--- src/verilog/timer_gate_pkg.sv ---
/*
  Shared constants and carrier types for the gate-controlled 16-bit timer.
  Assumes one system clock; all control bits arrive as plain ports.
*/
`default_nettype none
package timer_gate_pkg;
  localparam int          CNT_W          = 16;
  localparam logic [15:0] CNT_MAX        = 16'hffff;
  localparam logic [15:0] CNT_ZERO       = 16'h0000;
  localparam logic [1:0]  GSRC_WATCHDOG  = 2'h3;
  localparam logic [15:0] ISR_VECTOR     = 16'h0004;
  localparam logic [1:0]  SYNC_ZERO      = 2'h0;

  typedef enum logic [1:0] {
    CCP_OFF,
    CCP_CAPTURE,
    CCP_COMPARE,
    CCP_SPECIAL
  } ccp_mode_t;

  typedef struct packed {
    logic       gate_enable;
    logic       gate_polarity;
    logic       gate_toggle_enable;
    logic       gate_single_pulse_enable;
    logic       gate_arm_set;
    logic [1:0] gate_source_select;
  } gate_cfg_t;

  typedef struct packed {
    logic timer_run;
    logic sync_bypass;
    logic rollover_irq_enable;
    logic gate_event_irq_enable;
    logic peripheral_irq_enable;
    logic global_irq_enable;
    logic watchdog_enable;
  } irq_cfg_t;

  typedef struct packed {
    logic       wr_low;
    logic       wr_high;
    logic [7:0] wdata;
  } cnt_wr_t;

  typedef struct packed {
    logic wd_osc_run;
    logic wd_reset_allow;
    logic wd_wake_allow;
  } wdog_ctl_t;
endpackage
`default_nettype wire
--- src/verilog/edge_sync.sv ---
/*
  Three-stage synchroniser with edge detection for one external input.
  Assumes the input is asynchronous to core_clk_i; a change is accepted
  when stages two and three agree.
*/
`timescale 1ns/1ps
`default_nettype none
module edge_sync (
  input  wire logic core_clk_i,
  input  wire logic sys_rst_i,
  input  wire logic async_i,
  output logic      level_o,
  output logic      rise_o,
  output logic      fall_o
);
  import timer_gate_pkg::*;

  typedef struct packed {
    logic s1;
    logic s2;
    logic s3;
    logic lvl;
  } sync_state_t;

  sync_state_t q, d;

  always_comb
  begin
    d     = q;
    d.s1  = async_i;
    d.s2  = q.s1;
    d.s3  = q.s2;
    if (q.s2 == q.s3)
    begin
      d.lvl = q.s3;
    end
  end

  always_ff @(posedge core_clk_i)
  begin
    if (sys_rst_i)
    begin
      q <= '0;
    end
    else
    begin
      q <= d;
    end
  end

  assign level_o = q.lvl;
  assign rise_o  = d.lvl & ~q.lvl;
  assign fall_o  = ~d.lvl & q.lvl;
endmodule
`default_nettype wire

--- src/verilog/timer_gate_ctrl.sv ---
/*
  Gate, rollover, sleep and capture/compare time base of a 16-bit timer.
  Assumes count and gate inputs are asynchronous pins; capture event and
  capture/compare mode come from logic on core_clk_i.
*/
// Functional notes
// - Watchdog oscillator shared as gate source
// - Toggle flop flips on each polarity-adjusted gate rising edge
// - Toggle flop held clear when disabled
// - Armed single pulse opens on next edge, counts from the one after
// - Trailing edge disarms; later events ignored
// - Clearing single-pulse enable clears arm
// - Toggle plus single pulse counts one cycle
// - Gate level status always readable
// - Gate level fall sets event flag
// - Gate event flag works without gate enable
// - Counter wraps at maximum, sets rollover flag
// - Rollover irq needs four enables
// - Sleep counting only in asynchronous mode
// - Sleep overflow wakes, vectors if global
// - Capture copies counter on event
// - Compare match raises event
// - Special trigger clears counter, no rollover
// - Counter write beats special trigger
`timescale 1ns/1ps
`default_nettype none
module timer_gate_ctrl (
  input  wire logic                    core_clk_i,
  input  wire logic                    sys_rst_i,
  input  wire logic                    count_clk_i,
  input  wire logic                    gate_pin_i,
  input  wire logic                    wd_osc_i,
  input  wire timer_gate_pkg::gate_cfg_t gate_cfg_i,
  input  wire timer_gate_pkg::irq_cfg_t  irq_cfg_i,
  input  wire timer_gate_pkg::cnt_wr_t   cnt_wr_i,
  input  wire logic                    sleep_i,
  input  wire timer_gate_pkg::ccp_mode_t ccp_mode_i,
  input  wire logic                    capture_event_i,
  input  wire logic [15:0]             compare_val_i,
  input  wire logic                    rollover_flag_clr_i,
  input  wire logic                    gate_event_flag_clr_i,
  output logic [15:0]                  counter_o,
  output logic [15:0]                  capture_val_o,
  output logic                         compare_event_o,
  output logic                         gate_arm_bit_o,
  output logic                         gate_level_status_o,
  output logic                         gate_event_flag_o,
  output logic                         rollover_flag_o,
  output logic                         rollover_irq_o,
  output logic                         gate_event_irq_o,
  output logic                         wake_o,
  output logic                         vector_o,
  output logic [15:0]                  vector_addr_o,
  output var timer_gate_pkg::wdog_ctl_t wdog_ctl_o
);
  import timer_gate_pkg::*;

  typedef struct packed {
    logic [15:0] cnt;
    logic [15:0] cap;
    logic        cmp_ev;
    logic        toggle;
    logic        arm;
    logic        sp_open;
    logic        gval;
    logic        gev_flag;
    logic        ro_flag;
    logic        wake;
    logic        vec;
    logic        spm_prev;
  } tmr_state_t;

  tmr_state_t q, d;

  logic inc_lvl, inc_edge;
  logic gpin_lvl;
  logic gsrc_raw, gsrc_pol, gate_ctl, gate_allow;
  logic cnt_enable, cnt_tick, wrap, special_hit, wr_any;
  logic [15:0] cnt_inc;
  logic gate_mux, gsrc_rise, gsrc_fall, gsrc_pol_rise;

  ////////////////////////////////////////////////////////////////////////////
  // Input synchronisers

  edge_sync u_inc_sync (
    .core_clk_i (core_clk_i),
    .sys_rst_i  (sys_rst_i),
    .async_i    (count_clk_i),
    .level_o    (inc_lvl),
    .rise_o     (inc_edge),
    .fall_o     ()
  );

  edge_sync u_gate_sync (
    .core_clk_i (core_clk_i),
    .sys_rst_i  (sys_rst_i),
    .async_i    (gate_mux),
    .level_o    (gpin_lvl),
    .rise_o     (gsrc_rise),
    .fall_o     (gsrc_fall)
  );

  assign gate_mux = (gate_cfg_i.gate_source_select == GSRC_WATCHDOG) ? wd_osc_i : gate_pin_i;

  ////////////////////////////////////////////////////////////////////////////
  // Watchdog oscillator sharing

  always_comb
  begin
    wdog_ctl_o.wd_osc_run     = irq_cfg_i.watchdog_enable
                              | (gate_cfg_i.gate_enable & (gate_cfg_i.gate_source_select == GSRC_WATCHDOG));
    wdog_ctl_o.wd_reset_allow = irq_cfg_i.watchdog_enable;
    wdog_ctl_o.wd_wake_allow  = irq_cfg_i.watchdog_enable;
  end

  ////////////////////////////////////////////////////////////////////////////
  // Gate path and counting

  always_comb
  begin
    gsrc_raw   = gpin_lvl;
    gsrc_pol   = gsrc_raw ^ ~gate_cfg_i.gate_polarity;
    gsrc_pol_rise = gate_cfg_i.gate_polarity ? gsrc_rise : gsrc_fall;
    gate_ctl   = gate_cfg_i.gate_toggle_enable ? q.toggle : gsrc_pol;
    gate_allow = gate_cfg_i.gate_single_pulse_enable ? (q.sp_open & gate_ctl) : gate_ctl;
    cnt_enable = irq_cfg_i.timer_run & (~gate_cfg_i.gate_enable | gate_allow)
               & (~sleep_i | irq_cfg_i.sync_bypass);
    cnt_tick   = cnt_enable & inc_edge;
    cnt_inc    = q.cnt + 16'h0001;
    wrap       = cnt_tick & (q.cnt == CNT_MAX);
    special_hit = (ccp_mode_i == CCP_SPECIAL) & (q.cnt == compare_val_i);
    wr_any     = cnt_wr_i.wr_low | cnt_wr_i.wr_high;
  end

  ////////////////////////////////////////////////////////////////////////////
  // Next state

  always_comb
  begin
    d          = q;
    d.spm_prev = gate_cfg_i.gate_single_pulse_enable;
    d.gval     = gate_ctl;

    if (gsrc_pol_rise)
    begin
      d.toggle = ~q.toggle;
    end
    if (!gate_cfg_i.gate_toggle_enable)
    begin
      d.toggle = 1'b0;
    end

    // Arm opens on next incrementing edge
    if (gate_cfg_i.gate_arm_set & gate_cfg_i.gate_single_pulse_enable)
    begin
      d.arm = 1'b1;
    end
    if (q.arm & ~q.sp_open & inc_edge & gate_ctl)
    begin
      d.sp_open = 1'b1;
    end
    // Trailing edge ends pulse and disarms
    if (q.sp_open & q.gval & ~gate_ctl)
    begin
      d.sp_open = 1'b0;
      d.arm     = 1'b0;
    end
    if (!gate_cfg_i.gate_single_pulse_enable)
    begin
      d.arm     = 1'b0;
      d.sp_open = 1'b0;
    end

    if (gate_event_flag_clr_i)
    begin
      d.gev_flag = 1'b0;
    end
    if (q.gval & ~gate_ctl)
    begin
      d.gev_flag = 1'b1;
    end

    if (rollover_flag_clr_i)
    begin
      d.ro_flag = 1'b0;
    end

    if (special_hit)
    begin
      d.cnt = CNT_ZERO;
    end
    else if (cnt_tick)
    begin
      d.cnt = cnt_inc;
      if (wrap)
      begin
        d.ro_flag = 1'b1;
      end
    end
    if (cnt_wr_i.wr_low)
    begin
      d.cnt[7:0] = cnt_wr_i.wdata;
    end
    if (cnt_wr_i.wr_high)
    begin
      d.cnt[15:8] = cnt_wr_i.wdata;
    end
    if (wr_any & special_hit)
    begin
      if (!cnt_wr_i.wr_low)
      begin
        d.cnt[7:0] = q.cnt[7:0];
      end
      if (!cnt_wr_i.wr_high)
      begin
        d.cnt[15:8] = q.cnt[15:8];
      end
    end

    if ((ccp_mode_i == CCP_CAPTURE) & capture_event_i)
    begin
      d.cap = q.cnt;
    end
    d.cmp_ev = ((ccp_mode_i == CCP_COMPARE) | (ccp_mode_i == CCP_SPECIAL)) & (q.cnt == compare_val_i);

    d.wake = sleep_i & wrap & irq_cfg_i.timer_run & irq_cfg_i.rollover_irq_enable
           & irq_cfg_i.peripheral_irq_enable;
    d.vec  = d.wake & irq_cfg_i.global_irq_enable;
  end

  always_ff @(posedge core_clk_i)
  begin
    if (sys_rst_i)
    begin
      q <= '0;
    end
    else
    begin
      q <= d;
    end
  end

  ////////////////////////////////////////////////////////////////////////////
  // Outputs

  assign counter_o           = q.cnt;
  assign capture_val_o       = q.cap;
  assign compare_event_o     = q.cmp_ev;
  assign gate_arm_bit_o      = q.arm;
  assign gate_level_status_o = q.gval;
  assign gate_event_flag_o   = q.gev_flag;
  assign rollover_flag_o     = q.ro_flag;
  assign rollover_irq_o      = q.ro_flag & irq_cfg_i.timer_run & irq_cfg_i.rollover_irq_enable
                             & irq_cfg_i.peripheral_irq_enable & irq_cfg_i.global_irq_enable;
  assign gate_event_irq_o    = q.gev_flag & irq_cfg_i.gate_event_irq_enable
                             & irq_cfg_i.peripheral_irq_enable & irq_cfg_i.global_irq_enable;
  assign wake_o              = q.wake;
  assign vector_o            = q.vec;
  assign vector_addr_o       = ISR_VECTOR;

  ////////////////////////////////////////////////////////////////////////////
  // Checks

  a_toggle_held: assert property (@(posedge core_clk_i) disable iff (sys_rst_i)
    !gate_cfg_i.gate_toggle_enable |=> !q.toggle)
    else $error("toggle flop not held clear");

  a_spm_clears_arm: assert property (@(posedge core_clk_i) disable iff (sys_rst_i)
    !gate_cfg_i.gate_single_pulse_enable |=> !gate_arm_bit_o)
    else $error("arm survived single-pulse disable");

  a_gate_flag_set: assert property (@(posedge core_clk_i) disable iff (sys_rst_i)
    $fell(gate_level_status_o) |-> gate_event_flag_o)
    else $error("gate event flag missed falling level");

  a_flag_sticky: assert property (@(posedge core_clk_i) disable iff (sys_rst_i)
    gate_event_flag_o && !gate_event_flag_clr_i |=> gate_event_flag_o)
    else $error("gate event flag dropped without clear");

  a_wrap_flag: assert property (@(posedge core_clk_i) disable iff (sys_rst_i)
    wrap && !special_hit && !wr_any |=> counter_o == CNT_ZERO && rollover_flag_o)
    else $error("wrap did not zero counter and set flag");

  a_special_clear: assert property (@(posedge core_clk_i) disable iff (sys_rst_i)
    special_hit && !wr_any && !rollover_flag_o && !wrap |=> counter_o == CNT_ZERO && !rollover_flag_o)
    else $error("special trigger misbehaved");

  a_write_wins: assert property (@(posedge core_clk_i) disable iff (sys_rst_i)
    special_hit && cnt_wr_i.wr_low |=> counter_o[7:0] == $past(cnt_wr_i.wdata))
    else $error("special trigger beat counter write");

  a_capture_copy: assert property (@(posedge core_clk_i) disable iff (sys_rst_i)
    ccp_mode_i == CCP_CAPTURE && capture_event_i |=> capture_val_o == $past(counter_o))
    else $error("capture value wrong");

  a_sleep_stop: assert property (@(posedge core_clk_i) disable iff (sys_rst_i)
    sleep_i && !irq_cfg_i.sync_bypass && !wr_any && !special_hit |=> $stable(counter_o))
    else $error("counter moved during sleep");

  a_irq_gating: assert property (@(posedge core_clk_i) disable iff (sys_rst_i)
    rollover_irq_o |-> rollover_flag_o && irq_cfg_i.global_irq_enable && irq_cfg_i.timer_run)
    else $error("rollover request without enables");
endmodule
`default_nettype wire

--- config.mk ---
export PLATFORM = sky130hd
export DESIGN_NAME = timer_gate_ctrl
export DESIGN_NICKNAME = d
export VERILOG_FILES = /design/src/verilog/timer_gate_pkg.sv /design/src/verilog/edge_sync.sv /design/src/verilog/timer_gate_ctrl.sv
export SDC_FILE = /design/constraint.sdc
export NUM_CORES = 1
export LEC_CHECK = 0
export BUFFER_PORTS_ARGS = -buffer_cell sky130_fd_sc_hd__buf_2
export CORE_MARGIN = 5
export CORE_UTILIZATION = 50
export DETAILED_ROUTE_END_ITERATION = 8
export HOLD_SLACK_MARGIN = 0.03
export PLACE_DENSITY = 0.81
export SYNTH_ARGS = -nofsm -noshare
export SYNTH_HDL_FRONTEND = slang
export SYNTH_HIERARCHICAL = 1
export SYNTH_SLANG_ARGS = --single-unit
--- constraint.sdc ---
create_clock -name core_clk_i -period 4.2 [get_ports core_clk_i]
set_input_delay 0.84 -clock core_clk_i [delete_from_list [all_inputs] [get_ports core_clk_i]]
set_output_delay 0.84 -clock core_clk_i [all_outputs]
set_load 0.05 [all_outputs]
After elaboration in Yosys (flattened, before gate mapping)
Index checks and enable logic that the tools add are counted.
{"block": "totals", "out_inout_bits": 60, "reg_bits": 49, "word_cells": 102, "inputBits": 51}
{"block": "classes", "bitwise": 49, "mux": 19, "eq_ne": 10, "reduce_logical": 3, "addsub": 1}
{"operator": "two-way mux 16 bit", "count": 3}
{"operator": "bitwise AND 1 bit", "count": 32}
{"operator": "two-way mux 8 bit", "count": 4}
{"operator": "adder 16 x 1 -> 16 bit (second input constant)", "count": 1}
{"operator": "equality test 16 bit", "count": 1}
{"operator": "equality test 16 bit (second input constant)", "count": 1}
{"operator": "two-way mux 1 bit", "count": 12}
{"operator": "NOT 1 bit", "count": 11}
{"operator": "equality test 2 bit (second input constant)", "count": 3}
{"operator": "bitwise OR 1 bit", "count": 5}
{"operator": "!= test 2 bit (second input constant)", "count": 2}
{"operator": "OR reduction 3 bit", "count": 1}
{"operator": "equality test 1 bit", "count": 2}
{"operator": "equality test 2 x 1 -> 1 bit (second input constant)", "count": 1}
{"operator": "nonzero test 2 bit", "count": 1}
{"operator": "OR reduction 2 bit", "count": 1}
{"operator": "bitwise XOR 1 bit", "count": 1}

Longest topological paths before layout
Gate-level depths: netlist of the first run.
{"block": "depth", "depth_word": 15, "mapped_depth": 8, "mapped_depth_nobuf": 7}

Modules after synthesis
The synthesis of the first run kept the hierarchy.
{"module": "timer_gate_ctrl", "area_each_um2": 2733.9, "seq_area_each_um2": 820.8, "instances": 1, "cells_per_inst": 347}
{"module": "edge_sync", "area_each_um2": 127.6, "seq_area_each_um2": 80.1, "instances": 2, "cells_per_inst": 13}

Worst setup path before layout of the first run
OpenSTA, ideal clock, no wires.
{"block": "synth_timing", "kind": "input to output", "from": "input port irq_cfg_i[1] (netlist bit)", "to": "output port rollover_irq_o", "slack_ns": 1.795, "required_time_ns": 3.360, "path_stages": 2, "t_arrival_ns": 1.565, "n_path_buf": 0, "path_cell_list": "nand3_1 > nor2_1"}
{"block": "synth_via", "elab_chain_len": 1}
{"element": "start: declaration", "line_no": "timer_gate_ctrl.sv:34", "text": "input wire timer_gate_pkg::irq_cfg_t irq_cfg_i,"}
{"element": "bitwise AND 1 bit", "line_no": "timer_gate_ctrl.sv:254", "text": "& irq_cfg_i.peripheral_irq_enable & irq_cfg_i.global_irq_enable;"}
{"element": "end: declaration", "line_no": "timer_gate_ctrl.sv:49", "text": "output logic rollover_irq_o,"}
No other way between the ends.

Final worst setup path of the first run
{"block": "layout_timing", "from": "input port gate_cfg_i[5] (netlist bit)", "to": "register q, in the netlist counter_o[2]"}
{"block": "layout_via", "elab_chain_len": 14}
{"element": "start: declaration", "line_no": "timer_gate_ctrl.sv:33", "text": "input wire timer_gate_pkg::gate_cfg_t gate_cfg_i,"}
{"element": "NOT 1 bit *", "line_no": "timer_gate_ctrl.sv:122", "text": "gsrc_pol = gsrc_raw ^ ~gate_cfg_i.gate_polarity;"}
{"element": "bitwise XOR 1 bit *", "line_no": "timer_gate_ctrl.sv:122"}
{"element": "two-way mux 1 bit *", "line_no": "timer_gate_ctrl.sv:124", "text": "gate_ctl = gate_cfg_i.gate_toggle_enable ? q.toggle : gsrc_pol;"}
{"element": "bitwise AND 1 bit", "line_no": "timer_gate_ctrl.sv:125", "text": "gate_allow = gate_cfg_i.gate_single_pulse_enable ? (q.sp_open & gate_ctl) : gate_ctl;"}
{"element": "two-way mux 1 bit *", "line_no": "timer_gate_ctrl.sv:125"}
{"element": "bitwise OR 1 bit *", "line_no": "timer_gate_ctrl.sv:126", "text": "cnt_enable = irq_cfg_i.timer_run & (~gate_cfg_i.gate_enable | gate_allow)"}
{"element": "bitwise AND 1 bit *", "line_no": "timer_gate_ctrl.sv:126"}
{"element": "bitwise AND 1 bit *", "line_no": "timer_gate_ctrl.sv:127", "text": "& (~sleep_i | irq_cfg_i.sync_bypass);"}
{"element": "bitwise AND 1 bit *", "line_no": "timer_gate_ctrl.sv:128", "text": "cnt_tick = cnt_enable & inc_edge;"}
{"element": "two-way mux 16 bit *", "line_no": "timer_gate_ctrl.sv:192", "text": "else if (cnt_tick)"}
{"element": "two-way mux 16 bit *", "line_no": "timer_gate_ctrl.sv:188", "text": "if (special_hit)"}
{"element": "two-way mux 8 bit *", "line_no": "timer_gate_ctrl.sv:200", "text": "if (cnt_wr_i.wr_low)"}
{"element": "two-way mux 8 bit", "line_no": "timer_gate_ctrl.sv:210", "text": "if (!cnt_wr_i.wr_low)"}
{"element": "two-way mux 16 bit *", "line_no": "timer_gate_ctrl.sv:208", "text": "if (wr_any & special_hit)"}
{"element": "end signal: assignment", "line_no": "timer_gate_ctrl.sv:235", "text": "q <= '0;"}
{"element": "end signal: assignment", "line_no": "timer_gate_ctrl.sv:239", "text": "q <= d;"}
{"element": "end: declaration", "line_no": "timer_gate_ctrl.sv:73", "text": "tmr_state_t q, d;"}
Every way passes the cells marked *; elsewhere a longest branch is shown, timed or not. The select of a mux whose other input is x is not followed.
A chain may end at the register's enable or synchronous reset.

==> summary.txt, run 1 <==
CELLS AND AREA
----------------------------------------------------------------------------
Multi-input combinational cell area ...........................  0.00154 mm2
Proportion of layout cells with a drive suffix above 1 ........        0.275
Count of inserted antenna diode cells .........................            0
Filler Cells Inserted .........................................          566
Final-stage net count .........................................          470
Flip-flop and latch area ......................................      981 um2
Syn-to-layout area delta ......................................        7.72%

CLOCK NETWORK
----------------------------------------------------------------------------
Clock latency at the later pin of the worst-skew pair .........      0.30 ns
CTS H-tree depth ..............................................            2
Post-CTS Setup Repair Bufs ....................................            0
Quantity of gates resized following cts .......................            0
CTS tree ......................................................         done
Number of hold buffers added after CTS ........................            0
Total clock buffers created by CTS ............................            5
Clk pin slew, worst setup/hold paths ..........................      0.08 ns
CTS Buffer Depth ..............................................            2
CTS Root Cell .................................................     clkbuf_8
Sink Count ....................................................           49

FLOORPLANNING
----------------------------------------------------------------------------
Core area .....................................................  0.00585 mm2
Starting Density ..............................................        0.510
Number of standard-cell rows in the floorplan .................           28
Chip width ....................................................      87.2 um
Die Footprint .................................................  0.00761 mm2
Top-level port count ..........................................          111
Vertical die dimension ........................................      87.2 um

TIMING
----------------------------------------------------------------------------
Final Cycle Share .............................................        0.590
Max Fclk ......................................................      403 MHz
Worst setup margin ............................................      1.72 ns
Actual transition at the worst max-transition pin .............      1.02 ns
Worst slew margin relative to its limit .......................        0.318
Clock tree skew after final layout ............................   0.00531 ns
Aggregate negative setup slack ................................         0 ns
Clock period minus final worst setup slack ....................      2.48 ns
RSZ-0062 raised after global routing ..........................           no
Number of slew-limit violations in the final report ...........            0
Final Hold Violating Endpoints ................................            0
Final setup vio count .........................................            0

LOGIC SYNTHESIS
----------------------------------------------------------------------------
Gate count of the mapped netlist ..............................          372
Per-instance average area after synthesis .....................     8.02 um2
Synthesis warning total .......................................            6
Area of the mapped netlist ....................................  0.00298 mm2

PWR
----------------------------------------------------------------------------
Total net switching power .....................................       315 uW
Part of the total power dissipated in combinational logic .....        0.211
Internal cell power ...........................................       674 uW
IR Drop Worst-Case VDD ........................................   0.000134 V
Leakage .......................................................      1.39 nW
Sequential group share of total power .........................        0.512
Clk network pwr share .........................................        0.276
Power Dens Cells ..............................................   308 mW/mm2
Sw Share ......................................................        0.319

MIN PATH
----------------------------------------------------------------------------
Class of the tightest hold or removal check ...................   reg -> reg

PLACED DESIGN
----------------------------------------------------------------------------
Worst slack at placement ......................................      1.42 ns
Global placer's final weighted congestion .....................        0.846
Detail Placement HPWL .........................................      5.45 mm
Number of buffers added on ports ..............................           94

STATUS
----------------------------------------------------------------------------
Result of the run .............................................    completed

SETUP PATH
----------------------------------------------------------------------------
Arrival @ worst endpoint ......................................      2.67 ns
Category of the worst setup path launch point ................. primary input
Timing startpoint of the critical path ........................ gate_cfg_i[5]
Last element of the critical path ............................. counter_o[2]
Reg-to-reg setup timing slack .................................      1.99 ns
FF-to-FF End .................................................. counter_o[2]
Crit end category .............................................         flop
WS Path Type ..................................................    in -> reg
R2r worst-path depth ..........................................            6
Data required time at the worst endpoint ......................      4.39 ns
Largest fanout on the critical path ...........................           18
Reg-to-Reg Start .............................................. u_gate_sync/level_o

FLOW RUN
----------------------------------------------------------------------------
Number of max-capacitance violations reported .................            0

GRT
----------------------------------------------------------------------------
Total congestion overflow .....................................            0
Antenna violations before repair ..............................            0
Global-route wire length before repair ........................      11.5 mm
Number of global-route vias before repair .....................         2410
Maximum number of pins on one net before global-route repair ..           54
Total global-route track usage ................................        0.188

ROUTING
----------------------------------------------------------------------------
DRT Pass-1 Iters ..............................................            4
Number of nets with antenna violations after detailed routing .            0
Number of vias in the routed layout ...........................         2612
Routed via count divided by cell count ........................         5.30
Wire length per cell ..........................................      14.7 um
DR DRC count ..................................................            0
Sum of routed wire length over all layers .....................      7.23 mm
DRT iter0 DRCs ................................................          238

[worst min path at each step]
stage / end / from / slack (ns) / cells after the start
floorplan: u_gate_sync/d[1] / u_gate_sync/d[2] / 0.41 / 1
global placement: u_gate_sync/d[1] / u_gate_sync/d[2] / 0.42 / 1
detailed placement: u_gate_sync/d[1] / u_gate_sync/d[2] / 0.43 / 1
CTS: u_gate_sync/d[1] / u_gate_sync/d[2] / 0.45 / 1
global route: u_gate_sync/d[1] / u_gate_sync/d[2] / 0.47 / 1
finish: u_gate_sync/d[1] / u_gate_sync/d[2] / 0.44 / 1
[per-stage QoR]
stage | total power, mW | hold WS (ns) | util | instances | area (um2)
2_1_floorplan | 0.695 | 0.414 | - | 386 | 3030
3_3_place_gp | 0.722 | 0.419 | 0.534 | 486 | 3130
3_5_place_dp | 0.725 | 0.426 | 0.534 | 486 | 3130
4_1_cts | 0.996 | 0.446 | 0.549 | 493 | 3210
5_1_grt | 1.03 | 0.467 | 0.549 | 493 | 3210
6_report | 0.989 | 0.444 | 0.549 | 493 | 3210
[power by group through the flow]
stage,sequential (mW),combinational (mW),clock (mW)
after global placement,0.517,0.204,0
after CTS,0.507,0.209,0.281
final,0.507,0.209,0.273
after detailed placement,0.518,0.208,0
after global routing,0.511,0.222,0.299
after floorplan,0.508,0.188,0
[cells in the final DEF (no fill, tap or decap), drive strengths merged, types with 3 or more instances in the layout]
cell type,count
a211oi,5
a21oi,28
a31oi,5
a32oi,4
and2,3
and4,3
buf,94
clkbuf,7
conb,16
dfxtp,49
inv,11
mux2i,4
nand2,60
nand2b,4
nand3,8
nand3b,4
nand4,10
nor2,15
nor2b,11
nor3,9
nor3b,4
o211ai,3
o21ai,12
xnor2,17
xor2,4
[sequential cells by signal, summed over array words and instances (netlist names), 2 cells and up]
signal,cells
u_inc_sync/d,2
q,2
counter_o,16
capture_val_o,16
u_gate_sync/d,2
[critical path: stages]
cell	delay [ns]
buf_2	0.12
xor2_1	0.16
nor3_1	0.21
o2111ai_1	0.23
a21oi_2	0.65
a21boi_1	0.15
o311a_1	0.30
[area by class of cell]
type	count	area share
sequential	49	0.305
tap	75	0.0292
timing repair buffer	94	0.146
multi-input combinational	257	0.479
clock buffer	7	0.0269
inverter	11	0.0129
[routing by layer]
layer	wire length, um	track usage
met5	0	0
met4	153	0.0739
met3	547	0.0378
met2	3570	0.311
met1	2960	0.240
Note: power is estimated with default switching activity, not from simulation.
==> inputs of run 2 (changes only) <==
- CORE_UTILIZATION: 50 -> 45
- PLACE_DENSITY: 0.81 -> 0.77
- clock period: 4.2 -> 2.2 ns (I/O delays scaled with it)
==> summary.txt, run 2 (synthesis gave the netlist of run 1 again) <==
STATUS
------------------------------------------------------------------------------
Result of the run ...............................................    completed

GRT
------------------------------------------------------------------------------
Busiest metal layer after global routing ........................         met2
Number of global-route vias before repair .......................         2671   +11%
Maximum number of pins on one net before global-route repair ....           37   -31%
Met1 layer usage reported by global route .......................        0.209   -0.0306
Met3 track demand over resource .................................       0.0355   -0.00231
Total global-route track usage ..................................        0.185   -0.00342
M2 GR Usage .....................................................        0.345   +0.0342
Total congestion overflow .......................................            0   unchanged
Global-route wire length before repair ..........................      13.0 mm   +13%
Antenna violations before repair ................................            0   unchanged

SETUP PATH
------------------------------------------------------------------------------
Largest fanout on the critical path .............................            8   -10
Crit path depth .................................................            6   -1
FF-to-FF End ....................................................     vector_o
Last element of the critical path ...............................     vector_o
Crit end category ...............................................         flop
Largest delay contributor family on the critical path ........... simple AND/OR/NAND/NOR gates
Critical Path, Cell by Cell ..................................... ha_1 > nand3_1 > nor2_2 > nand3_1 > nor4_1 > and2_1
WS Path Type ....................................................   reg -> reg
Category of the worst setup path launch point ...................         flop
Most repeated library cell on the critical path .................      nand3_1
Data required time at the worst endpoint ........................      2.44 ns   -1.95 ns
Timing startpoint of the critical path .......................... counter_o[0]
Reg-to-reg setup timing slack ...................................      0.17 ns   -1.82 ns
Worst path bufs/invs ............................................            0   -1
Reg-to-Reg Start ................................................ counter_o[0]
Worst stage delay on the critical path ..........................      0.51 ns   -0.14 ns
Standard cell with the maximum stage delay on the critical path .      dfxtp_1
Arrival @ worst endpoint ........................................      2.27 ns   -0.40 ns
R2r worst-path depth ............................................            6   unchanged

FLOORPLANNING
------------------------------------------------------------------------------
Die Footprint ...................................................  0.00835 mm2   +9.8%
Number of standard-cell rows in the floorplan ...................           29   +3.6%
Starting Density ................................................        0.467   -0.0427
Top-level port count ............................................          111   unchanged
Core area .......................................................  0.00639 mm2   +9.2%
Vertical die dimension ..........................................      91.4 um   +4.8%
Chip width ......................................................      91.4 um   +4.8%

PWR
------------------------------------------------------------------------------
Leakage .........................................................      1.51 nW   +8.9%
Power Dens Cells ................................................   573 mW/mm2   +86%
Total chip power ................................................      1.95 mW   +97%
IR Drop Worst-Case VDD ..........................................   0.000364 V   +170%

CLOCK NETWORK
------------------------------------------------------------------------------
Sink Count ......................................................           49   unchanged
Number of hold buffers added after CTS ..........................            0   unchanged
Quantity of gates resized following cts .........................            0   unchanged
CTS H-tree depth ................................................            2   unchanged
CTS Root Cell ...................................................     clkbuf_8
Clk pin slew, worst setup/hold paths ............................      0.09 ns   about the same
Clock latency at the later pin of the worst-skew pair ...........      0.30 ns   about the same
Post-CTS Setup Repair Bufs ......................................            0   unchanged
CTS Buffer Depth ................................................            2   unchanged
Total clock buffers created by CTS ..............................            5   unchanged
CTS tree ........................................................         done

TIMING
------------------------------------------------------------------------------
Clock tree skew after final layout ..............................   0.00890 ns   +0.00359 ns
Actual transition at the worst max-transition pin ...............     0.692 ns   -0.328 ns
Final Hold Violating Endpoints ..................................            0   unchanged
Final Cycle Share ...............................................        0.921
Aggregate negative setup slack ..................................         0 ns   unchanged
Final setup vio count ...........................................            0   unchanged
Clock period minus final worst setup slack ......................      2.03 ns
Smallest hold slack .............................................     0.352 ns   -0.0917 ns
Worst setup margin ..............................................     0.174 ns   -1.55 ns
Worst slew margin relative to its limit .........................        0.539   +0.221
Max Fclk ........................................................      494 MHz
RSZ-0062 raised after global routing ............................           no
Number of slew-limit violations in the final report .............            0   unchanged

CELLS AND AREA
------------------------------------------------------------------------------
Syn-to-layout area delta ........................................        14.0%
Commonest non-fill, non-tap cells in the layout ................. 94 x buf_2, 60 x nand2_1, 49 x dfxtp_1, 27 x a21oi_1, 23 x buf_4
Count of inserted antenna diode cells ...........................            0   unchanged
Final-stage net count ...........................................          493   +4.9%
Filler Cells Inserted ...........................................          615   +8.7%
Multi-input combinational cell area .............................  0.00155 mm2   +0.57%
Flip-flop and latch area ........................................      981 um2   unchanged
Most common cell after layout, fill and taps aside ..............        buf_2
Proportion of layout cells with a drive suffix above 1 ..........        0.317   +0.0423

ROUTING
------------------------------------------------------------------------------
DRT Pass-1 Iters ................................................            4   unchanged
Sum of routed wire length over all layers .......................      8.01 mm   +11%
Number of vias in the routed layout .............................         2753   +5.4%
Number of nets with antenna violations after detailed routing ...            0   unchanged
Routed via count divided by cell count ..........................         5.31   +0.31%
Wire length per cell ............................................      15.5 um   +5.4%
DRT iter0 DRCs ..................................................          173   -27%
DR DRC count ....................................................            0   unchanged

PLACED DESIGN
------------------------------------------------------------------------------
Global placer's final weighted congestion .......................        0.872   +3.1%
Detail Placement HPWL ...........................................      6.41 mm   +18%
Number of buffers added on ports ................................           94   unchanged
Worst slack at placement ........................................    0.0471 ns   -1.37 ns

MIN PATH
------------------------------------------------------------------------------
Class of the tightest hold or removal check .....................    in -> reg

FLOW RUN
------------------------------------------------------------------------------
Number of max-capacitance violations reported ...................            0   unchanged

-- run 2: metal layers --
layer | vias up | routed length (um)
met5 | - | 0
met4 | 0 | 153
met3 | 12 | 481
met2 | 83 | 4320
met1 | 1311 | 3050
li1 | 1347 | -
-- run 2: power by group --
group	internal, mW	switching [mW]	leakage [nW]
combinational	0.142	0.312	1.07
sequential	0.916	0.0298	0.400
clock	0.249	0.300	0.0433
-- run 2: metrics by stage --
| step | cell area, um2 | instances | utilization |
|---|---|---|---|
| 5_1_grt | 3400 | 518 | 0.532 |
| 6_report | 3400 | 518 | 0.532 |
| 2_1_floorplan | 3030 | 386 | - |
| 4_1_cts | 3390 | 518 | 0.531 |
| 3_3_place_gp | 3300 | 511 | 0.517 |
| 3_5_place_dp | 3300 | 511 | 0.517 |
-- run 2: how the worst min path moves through the flow --
stage / start / end / slack [ns] / cells past startpoint
2_1_floorplan: u_gate_sync/d[2] / u_gate_sync/d[1] / 0.41 / 1
3_3_place_gp: u_gate_sync/d[2] / u_gate_sync/d[1] / 0.42 / 1
3_5_place_dp: u_inc_sync/d[2] / u_inc_sync/d[1] / 0.43 / 1
4_1_cts: count_clk_i / u_inc_sync/d[2] / 0.35 / 2
5_1_grt: cnt_wr_i[7] / counter_o[7] / 0.38 / 3
6_report: count_clk_i / u_inc_sync/d[2] / 0.35 / 2
-- run 2: layout make-up --
type / instances / area share
sequential: 49 / 0.289
inverter: 11 / 0.0121
multi-input combinational: 257 / 0.455
clock buffer: 6 / 0.0243
tap: 77 / 0.0283
timing repair buffer: 117 / 0.189
clock inverter: 1 / 0.00221
-- run 2: worst reg2reg max path, stage by stage, from the launching register on --
cell,delay [ns]
dfxtp_1,0.51
ha_1,0.26
nand3_1,0.19
nor2_2,0.29
nand3_1,0.14
nor4_1,0.39
and2_1,0.18
